**src/rcel_consts.svh**
```systemverilog
// constants of the reset-cause and error-log register bank
`ifndef RCEL_CONSTS_SVH
`define RCEL_CONSTS_SVH

// ----------------------------------------------------------------
// register offsets
// ----------------------------------------------------------------
`define RCEL_OFF_CLEAR     8'h00
`define RCEL_OFF_SCRATCH_BOOT_FLAGS  8'h01
`define RCEL_OFF_SCRATCH_GENERAL  8'h02
`define RCEL_OFF_CAUSE     8'h03
`define RCEL_OFF_REASON    8'h04
`define RCEL_OFF_SNAPSHOT  8'h05

// ----------------------------------------------------------------
// reset values
// ----------------------------------------------------------------
`define RCEL_RESET_BYTE    8'h00
`define RCEL_RESET_SEVEN   7'h00
`define RCEL_UNMAPPED_READ 8'h00

// ----------------------------------------------------------------
// field positions
// ----------------------------------------------------------------
`define RCEL_CLEAR_BIT     0
`define RCEL_BOOT_EN_BIT   0
`define RCEL_CAUSE_SHIP    0
`define RCEL_CAUSE_BOOT    1
`define RCEL_CAUSE_WDOG    2
`define RCEL_CAUSE_HOLD    3
`define RCEL_CAUSE_HEAT    4
`define RCEL_CAUSE_SUPPLY  5
`define RCEL_CAUSE_SOFT    6
`define RCEL_REASON_THERM  0
`define RCEL_REASON_BSENSE 1
`define RCEL_REASON_BLOW   2
`define RCEL_REASON_TRVOLT 3
`define RCEL_REASON_MEAS   4
`define RCEL_REASON_CHARGE 5
`define RCEL_REASON_TRTIME 6

`endif

```
**src/rcel_pkg.sv**
```systemverilog
// types of the reset-cause and error-log register bank
package rcel_pkg;

  // ----------------------------------------------------------------
  // register bank state
  // ----------------------------------------------------------------
  typedef struct packed {
    logic [7:0] scratch_boot_flags;
    logic [7:0] scratch_general;
    logic [6:0] cause;
    logic [6:0] reason;
    logic [7:0] snap;
    logic [7:0] rdata;
    logic       rvalid;
  } rcel_state_t;

  // ----------------------------------------------------------------
  // two-stage synchroniser state
  // ----------------------------------------------------------------
  typedef struct packed {
    logic [7:0] stage1;
    logic [7:0] stage2;
  } rcel_sync_t;

endpackage : rcel_pkg

```
**src/rcel_sync2.sv**
```systemverilog
// two flip-flop synchroniser for the charger comparator levels
module rcel_sync2 (
  input  wire logic       clk_sys_in,
  input  wire logic       rst_in,
  input  wire logic [7:0] async_in,
  output logic      [7:0] sync_out
);

  rcel_pkg::rcel_sync_t st;
  rcel_pkg::rcel_sync_t next_st;

  // stage1 is read only by stage2
  always_comb begin
    next_st        = st;
    next_st.stage1 = async_in;
    next_st.stage2 = st.stage1;
  end

  always_ff @(posedge clk_sys_in or posedge rst_in) begin
    if (rst_in) begin
      st <= '0;
    end else begin
      st <= next_st;
    end
  end

  genvar gi;
  generate
    for (gi = 0; gi < 8; gi++) begin : g_bit
      assign sync_out[gi] = st.stage2[gi];
    end
  endgenerate

endmodule : rcel_sync2

```
**src/rcel_reset_cause_error_log.sv**
```systemverilog
// reset-cause, charger error log and scratch register bank
`include "rcel_consts.svh"

module rcel_reset_cause_error_log (
  input  wire logic       clk_sys_in,
  input  wire logic       rst_in,
  // register port behind the two-wire interface
  input  wire logic [7:0] reg_addr_in,
  input  wire logic [7:0] reg_wdata_in,
  input  wire logic       reg_wr_in,
  input  wire logic       reg_rd_in,
  output logic      [7:0] reg_rdata_out,
  output logic            reg_rvalid_out,
  // reset cause pulses from the reset controller
  input  wire logic       ship_leave_cause_in,
  input  wire logic       boot_guard_expiry_cause_in,
  input  wire logic       watchdog_cause_in,
  input  wire logic       hold_button_cause_in,
  input  wire logic       overheat_trip_in,
  input  wire logic       supply_low_cause_in,
  input  wire logic       software_reset_cause_in,
  input  wire logic       thermal_cooling_in,
  // charger state machine error report
  input  wire logic       charger_error_in,
  input  wire logic       thermistor_fault_in,
  input  wire logic       battery_sense_fault_in,
  input  wire logic       battery_low_fault_in,
  input  wire logic       trickle_level_fault_in,
  input  wire logic       measurement_expiry_fault_in,
  input  wire logic       charge_expiry_fault_in,
  input  wire logic       trickle_expiry_fault_in,
  // charger comparator levels, asynchronous
  input  wire logic       snap_therm_cold_in,
  input  wire logic       snap_therm_cool_in,
  input  wire logic       snap_therm_warm_in,
  input  wire logic       snap_therm_hot_in,
  input  wire logic       snap_termination_level_in,
  input  wire logic       snap_recharge_level_in,
  input  wire logic       snap_trickle_level_in,
  input  wire logic       snap_battery_low_in,
  // boot monitor timer enable
  output logic            boot_monitor_enable_out
);

  // ----------------------------------------------------------------
  // decode helper
  // ----------------------------------------------------------------
  function automatic logic rcel_hit(input logic [7:0] addr,
                                    input logic [7:0] offs);
    rcel_hit = (addr == offs);
  endfunction : rcel_hit

  // ----------------------------------------------------------------
  // comparator synchroniser
  // ----------------------------------------------------------------
  logic [7:0] snap_raw;
  logic [7:0] snap_sync;

  assign snap_raw = {snap_battery_low_in,
                     snap_trickle_level_in,
                     snap_recharge_level_in,
                     snap_termination_level_in,
                     snap_therm_hot_in,
                     snap_therm_warm_in,
                     snap_therm_cool_in,
                     snap_therm_cold_in};

  rcel_sync2 u_snap_sync (
    .clk_sys_in (clk_sys_in),
    .rst_in     (rst_in),
    .async_in   (snap_raw),
    .sync_out   (snap_sync)
  );

  // ----------------------------------------------------------------
  // event decode
  // ----------------------------------------------------------------
  logic       wr_clear;
  logic       wr_scratch_boot_flags;
  logic       wr_scratch_general;
  logic       supply_over_heat;
  logic [6:0] cause_set;
  logic [6:0] reason_set;

  assign wr_clear    = reg_wr_in
                     && rcel_hit(reg_addr_in, `RCEL_OFF_CLEAR)
                     && reg_wdata_in[`RCEL_CLEAR_BIT];
  assign wr_scratch_boot_flags = reg_wr_in
                     && rcel_hit(reg_addr_in, `RCEL_OFF_SCRATCH_BOOT_FLAGS);
  assign wr_scratch_general = reg_wr_in
                     && rcel_hit(reg_addr_in, `RCEL_OFF_SCRATCH_GENERAL);

  // a supply drop while cooling masks the concurrent overheat report
  assign supply_over_heat = supply_low_cause_in
                          && thermal_cooling_in;

  always_comb begin
    cause_set = `RCEL_RESET_SEVEN;
    cause_set[`RCEL_CAUSE_SHIP]   = ship_leave_cause_in;
    cause_set[`RCEL_CAUSE_BOOT]   = boot_guard_expiry_cause_in;
    cause_set[`RCEL_CAUSE_WDOG]   = watchdog_cause_in;
    cause_set[`RCEL_CAUSE_HOLD]   = hold_button_cause_in;
    cause_set[`RCEL_CAUSE_HEAT]   = overheat_trip_in
                                  && !supply_over_heat;
    cause_set[`RCEL_CAUSE_SUPPLY] = supply_low_cause_in;
    cause_set[`RCEL_CAUSE_SOFT]   = software_reset_cause_in;
  end

  always_comb begin
    reason_set = `RCEL_RESET_SEVEN;
    if (charger_error_in) begin
      reason_set[`RCEL_REASON_THERM]  = thermistor_fault_in;
      reason_set[`RCEL_REASON_BSENSE] = battery_sense_fault_in;
      reason_set[`RCEL_REASON_BLOW]   = battery_low_fault_in;
      reason_set[`RCEL_REASON_TRVOLT] = trickle_level_fault_in;
      reason_set[`RCEL_REASON_MEAS]   = measurement_expiry_fault_in;
      reason_set[`RCEL_REASON_CHARGE] = charge_expiry_fault_in;
      reason_set[`RCEL_REASON_TRTIME] = trickle_expiry_fault_in;
    end
  end

  // ----------------------------------------------------------------
  // register bank state
  // ----------------------------------------------------------------
  rcel_pkg::rcel_state_t st;
  rcel_pkg::rcel_state_t next_st;

  always_comb begin
    next_st        = st;
    next_st.rvalid = reg_rd_in;
    // set wins over a clear in the same cycle
    next_st.cause  = (wr_clear ? `RCEL_RESET_SEVEN : st.cause)
                   | cause_set;
    next_st.reason = (wr_clear ? `RCEL_RESET_SEVEN : st.reason)
                   | reason_set;
    if (charger_error_in) begin
      next_st.snap = snap_sync;
    end else if (wr_clear) begin
      next_st.snap = `RCEL_RESET_BYTE;
    end
    if (wr_scratch_boot_flags) begin
      next_st.scratch_boot_flags = reg_wdata_in;
    end
    if (wr_scratch_general) begin
      next_st.scratch_general = reg_wdata_in;
    end
    if (reg_rd_in) begin
      unique case (reg_addr_in)
        `RCEL_OFF_CLEAR:    next_st.rdata = `RCEL_RESET_BYTE;
        `RCEL_OFF_SCRATCH_BOOT_FLAGS: next_st.rdata = st.scratch_boot_flags;
        `RCEL_OFF_SCRATCH_GENERAL: next_st.rdata = st.scratch_general;
        `RCEL_OFF_CAUSE:    next_st.rdata = {1'b0, st.cause};
        `RCEL_OFF_REASON:   next_st.rdata = {1'b0, st.reason};
        `RCEL_OFF_SNAPSHOT: next_st.rdata = st.snap;
        default:            next_st.rdata = `RCEL_UNMAPPED_READ;
      endcase
    end
  end

  // rst_in is the power-on reset; no other reset reaches this bank
  always_ff @(posedge clk_sys_in or posedge rst_in) begin
    if (rst_in) begin
      st <= '0;
    end else begin
      st <= next_st;
    end
  end

  assign reg_rdata_out           = st.rdata;
  assign reg_rvalid_out          = st.rvalid;
  assign boot_monitor_enable_out = st.scratch_boot_flags[`RCEL_BOOT_EN_BIT];

  logic any_cause;
  assign any_cause = |cause_set;
endmodule : rcel_reset_cause_error_log

```
**config.mk**
```make
export PLATFORM = sky130hd
export DESIGN_NAME = rcel_reset_cause_error_log
export DESIGN_NICKNAME = d
export VERILOG_FILES = /design/src/rcel_pkg.sv /design/src/rcel_sync2.sv /design/src/rcel_reset_cause_error_log.sv
export VERILOG_INCLUDE_DIRS = /design/src
export SDC_FILE = /design/constraint.sdc
export NUM_CORES = 1
export LEC_CHECK = 0
export ABC_AREA = 1
export ABC_CLOCK_PERIOD_IN_PS = 4100
export BUFFER_PORTS_ARGS = -buffer_cell sky130_fd_sc_hd__buf_2
export CAP_MARGIN = 20
export CORE_UTILIZATION = 58
export CTS_CLUSTER_DIAMETER = 80
export DETAILED_ROUTE_END_ITERATION = 12
export PLACE_DENSITY = 0.82
export SLEW_MARGIN = 20
export SYNTH_ARGS = -nofsm -noshare
export SYNTH_HDL_FRONTEND = slang
export SYNTH_HIERARCHICAL = 1
export SYNTH_SLANG_ARGS = --single-unit
```
**constraint.sdc**
```tcl
create_clock -name clk_sys_in -period 4.1 [get_ports clk_sys_in]
set_input_delay 1.025 -clock clk_sys_in [delete_from_list [all_inputs] [get_ports clk_sys_in]]
set_output_delay 1.025 -clock clk_sys_in [all_outputs]
set_load 0.02 [all_outputs]
```
==> results by stage <==
Status:
- The run finished with clean final reports.

Final layout:
- The filler cell count is around 360.
- The sequential cell area in the final layout is 1577 µm².
- Summing all multi-input logic gate instances after layout gives 944.7 µm².
- The area growth from synthesis to layout is 15.38%.
- Leaving out fill and tap cells, the most frequent cell in the layout is sky130_fd_sc_hd__nand2_1.
- In the layout the commonest cells are sky130_fd_sc_hd__nand2_1 (78), sky130_fd_sc_hd__dfrtp_1 (63), sky130_fd_sc_hd__buf_2 (53).
- The total number of nets in the final design is 394.
- In the final layout, the share of cells above drive strength 1 is 0.2479.
- The count of inserted antenna diode cells is 0.
- The final cell utilization of the core is 0.7103.

Floorplanning:
- Row generation in the floorplan step produced 24 rows.
- The placeable core region is 4414 µm².
- For this configuration, the core starts out at a cell density of 0.6156.
- The floorplan die area is 4963 µm².
- The vertical extent of the die is 70.45 µm.
- The horizontal die dimension is approximately 70 µm.
- The number of top-level pins is 54.

STA:
- The tightest hold margin is roughly 0.34 ns.
- Setup total negative slack on the finished layout was measured at 0 ns.
- The final-report hold violation count is 0.
- The relative slew slack is 0.6096.
- The highest clock rate is between 0.4 and 0.5 GHz.
- The clock tree skew after final layout is 0.006687 ns.
- The slew at the pin closest to its max-slew limit is slightly below 0.6 ns.
- The number of pins exceeding their max-slew limit in the final report came to 0.
- The minimum clock period after layout is 2.199 ns.
- The final number of setup-violating endpoints is 0.
- Setup repair after global routing left no endpoint under its margin.
- Of the available clock period, the critical path in the final layout requires 0.5364.
- The worst setup slack after layout is 1.901 ns.

Placement:
- The worst setup slack after placement is 1.564 ns.
- Detailed placement finished with a half-perimeter wire length of 4042 µm.
- At the end of routability-driven placement, the weighted congestion stood at approximately 0.9.
- The number of buffers inserted by port buffering is 53.

Power:
- The areal power density over the cells is 410.3 nW/µm².
- The combinational share of power is 0.080.
- Of the total power, registers draw 0.517.
- The clock share of power is 0.402.
- The maximum ir drop on the vdd rail is about 0.39 mV.
- Summed over all cells, the static leakage comes to 1.635 nW.
- Total power for the finished layout comes to 1.286 mW.
- The internal portion of the total power is 981.9 µW.
- The switching share of power is 0.2367.
- For this design the total switching power over the nets is 304.5 µW.

Run:
- The number of max-cap violations is 0.

Logic synthesis:
- Counting flops and latches in the post-synthesis netlist gives 63.
- The total nets after synthesis is roughly 350.
- After synthesis, the netlist uses 20 different library cells.
- The average instance in the mapped netlist occupies 9.029 µm².
- In the synthesized netlist, the number of instances is 301.
- For this run, the register share of the synthesized area comes to 0.5801.
- The cell area that synthesis handed to floorplanning was 2718 µm².
- The Yosys step of the flow raised 6 warnings.

Worst setup path:
- For the worst setup path, the data arrival time is 2.41 ns.
- The signal on the critical path passes through buf_2 > inv_2 > nand2_1 > nor2_4 > nand3_2 > nor2_4 > nor2_2 > nand2_1 > nand2_1.
- The critical path starts at reg_addr_in[4].
- The worst register-to-register path has a setup slack of 3.20 ns.
- The worst reg2reg path startpoint is st[15]$_DFFE_PP0P_.
- The end point of the critical path is st[10]$_DFFE_PP0P_.
- By instance count, the cell type seen most on the critical path is sky130_fd_sc_hd__nand2_1.
- The endpoint identified for the worst register-to-register timing path is reg_rdata_out[6]$_DFFE_PP0P_.
- The largest individual stage delay along the critical path comes from the cell sky130_fd_sc_hd__nor2_4.
- Along the worst path, the maximum fanout reaches 16.
- The number of cells on the worst reg-to-reg path is 4.
- STA puts the critical path data required time at 4.31 ns.
- The sort of element at the end of the critical path is a flip-flop.
- The worst setup path is launched from an input pin.
- The worst stage delay on the critical path is 0.38 ns.
- The worst setup path is of the in -> reg kind.

Clock network:
- Buffers inserted during clock tree synthesis total 9.
- The number of setup buffers added after CTS is 0.
- The library cell used as clock root buffer is sky130_fd_sc_hd__clkbuf_8.
- The count of clock tree sinks is 63.
- TritonCTS built the clock tree.
- The number of levels the H-tree was split into is 3.
- In this run the deepest clock path goes through 2 buffers.
- The clock network latency to the later pin of the worst-skew pair is 0.33 ns.
- The number of instances resized during post-cts repair is 0.
- Buffers inserted to repair hold after CTS numbered 0.
- After clock tree synthesis, the clock-pin slew on the worst setup and hold paths is ~0.070 ns.

Min path:
- The type of the tightest min-delay check is reg -> reg.

Drt:
- The first-pass detailed-route iteration total is 5.
- After detailed routing, the number of vias per cell comes to 5.440.
- In this run, the number of DRC markers left after iteration 0 of detailed routing was 210.
- In this run the remaining antenna-violating nets after routing total 0.
- The final routed wire length divided by cell count is roughly 14 µm.
- In the routed design, unresolved DRC markers number 0.
- The routed layout has between 2000 and 2500 vias.
- The routed wire length is 5679 µm.

Global route:
- The total congestion overflow is 0.
- The first global-routing pass estimated 9591 µm of wire.
- The maximum number of pins on one net before global-route repair is 48.
- The number of global-route vias before repair was roughly 2200.
- The number of antenna violations at the first check in global routing was 0.
- In the global route stage, overall resource usage came out at 0.2594.
==> worst min path at each step <==
stage                                     start                                end  slack, ns  cells after the start
2_1_floorplan  u_snap_sync/next_st[0]$_DFF_PP0_  u_snap_sync/sync_out[0]$_DFF_PP0_       0.33                      0
3_3_place_gp   u_snap_sync/next_st[1]$_DFF_PP0_  u_snap_sync/sync_out[1]$_DFF_PP0_       0.33                      0
3_5_place_dp   u_snap_sync/next_st[1]$_DFF_PP0_  u_snap_sync/sync_out[1]$_DFF_PP0_       0.34                      0
4_1_cts        u_snap_sync/next_st[1]$_DFF_PP0_  u_snap_sync/sync_out[1]$_DFF_PP0_       0.34                      0
5_1_grt        u_snap_sync/next_st[1]$_DFF_PP0_  u_snap_sync/sync_out[1]$_DFF_PP0_       0.36                      0
6_report       u_snap_sync/next_st[1]$_DFF_PP0_  u_snap_sync/sync_out[1]$_DFF_PP0_       0.34                      0
==> stage by stage <==
| stage | std cells | instance area (µm²) |
|---|---|---|
| 6_report | 407 | 3136 |
| 5_1_grt | 407 | 3136 |
| 4_1_cts | 407 | 3136 |
| 3_5_place_dp | 391 | 2945 |
| 3_3_place_gp | 391 | 2945 |
| 2_1_floorplan | 301 | 2718 |
==> power by group through the flow <==
stage	Sequential (mW)	Combinational, mW	Clock [mW]
after global routing	0.668	0.118	0.552
after floorplan	0.673	0.0708	0
final	0.666	0.103	0.517
after detailed placement	0.676	0.104	0
after CTS	0.665	0.105	0.526
after global placement	0.675	0.100	0
==> cells in the mapped netlist <==
cell type	count	area share
sky130_fd_sc_hd__nand2_2	2	0.0046
sky130_fd_sc_hd__nor2_1	26	0.036
sky130_fd_sc_hd__nand4_1	1	0.0023
sky130_fd_sc_hd__buf_4	8	0.022
sky130_fd_sc_hd__buf_6	3	0.012
sky130_fd_sc_hd__nand2_4	2	0.0083
sky130_fd_sc_hd__nand2_1	78	0.11
sky130_fd_sc_hd__buf_2	1	0.0018
sky130_fd_sc_hd__dfrtp_1	63	0.58
sky130_fd_sc_hd__o21ai_1	2	0.0037
sky130_fd_sc_hd__inv_1	15	0.021
sky130_fd_sc_hd__a21oi_1	1	0.0018
sky130_fd_sc_hd__nor2_4	6	0.025
sky130_fd_sc_hd__nand3_2	1	0.0037
sky130_fd_sc_hd__o21bai_1	5	0.014
sky130_fd_sc_hd__nand3_1	50	0.092
sky130_fd_sc_hd__clkbuf_1	5	0.0069
sky130_fd_sc_hd__nor2_2	2	0.0046
sky130_fd_sc_hd__inv_2	6	0.0083
sky130_fd_sc_hd__o21ai_0	24	0.044
==> per-layer routing <==
layer / up-vias / global-route usage / share of wire
met3: 17 / 0.05051 / 0.057
li1: 1064 / - / -
met2: 104 / 0.4095 / 0.48
met1: 1029 / 0.3294 / 0.43
met4: 0 / 0.1600 / 0.034
met5: - / 0 / 0
==> flip-flops by register name, summed over array words and instances, names as in the netlist <==
| signal | count |
|---|---|
| st | 37 |
| reg_rdata_out | 8 |
| u_snap_sync/next_st | 8 |
| u_snap_sync/sync_out | 8 |
| boot_monitor_enable_out | 1 |
| reg_rvalid_out | 1 |
==> area by class of cell <==
class,count,share of cell area
well taps,52,0.02075
flip-flops and latches,63,0.5028
repair buffers,55,0.08939
inverters,21,0.02514
clock inverters,4,0.01437
multi-input cells,200,0.3013
clock buffers,12,0.04629
==> critical path: cells and delay by family <==
| kind | cells | cell delay [ns] |
|---|---|---|
| buffers and inverters | 2 | 0.13 |
| and+or+nand+nor | 7 | 1.24 |
==> logic make-up after synthesis <==
logic type	synth area share
and+or+nand+nor	0.2841
AOI/OAI and AO/OA	0.06354
DFF	0.5801
buffers and inverters	0.07228
Note: power is estimated with default switching activity, not from simulation.
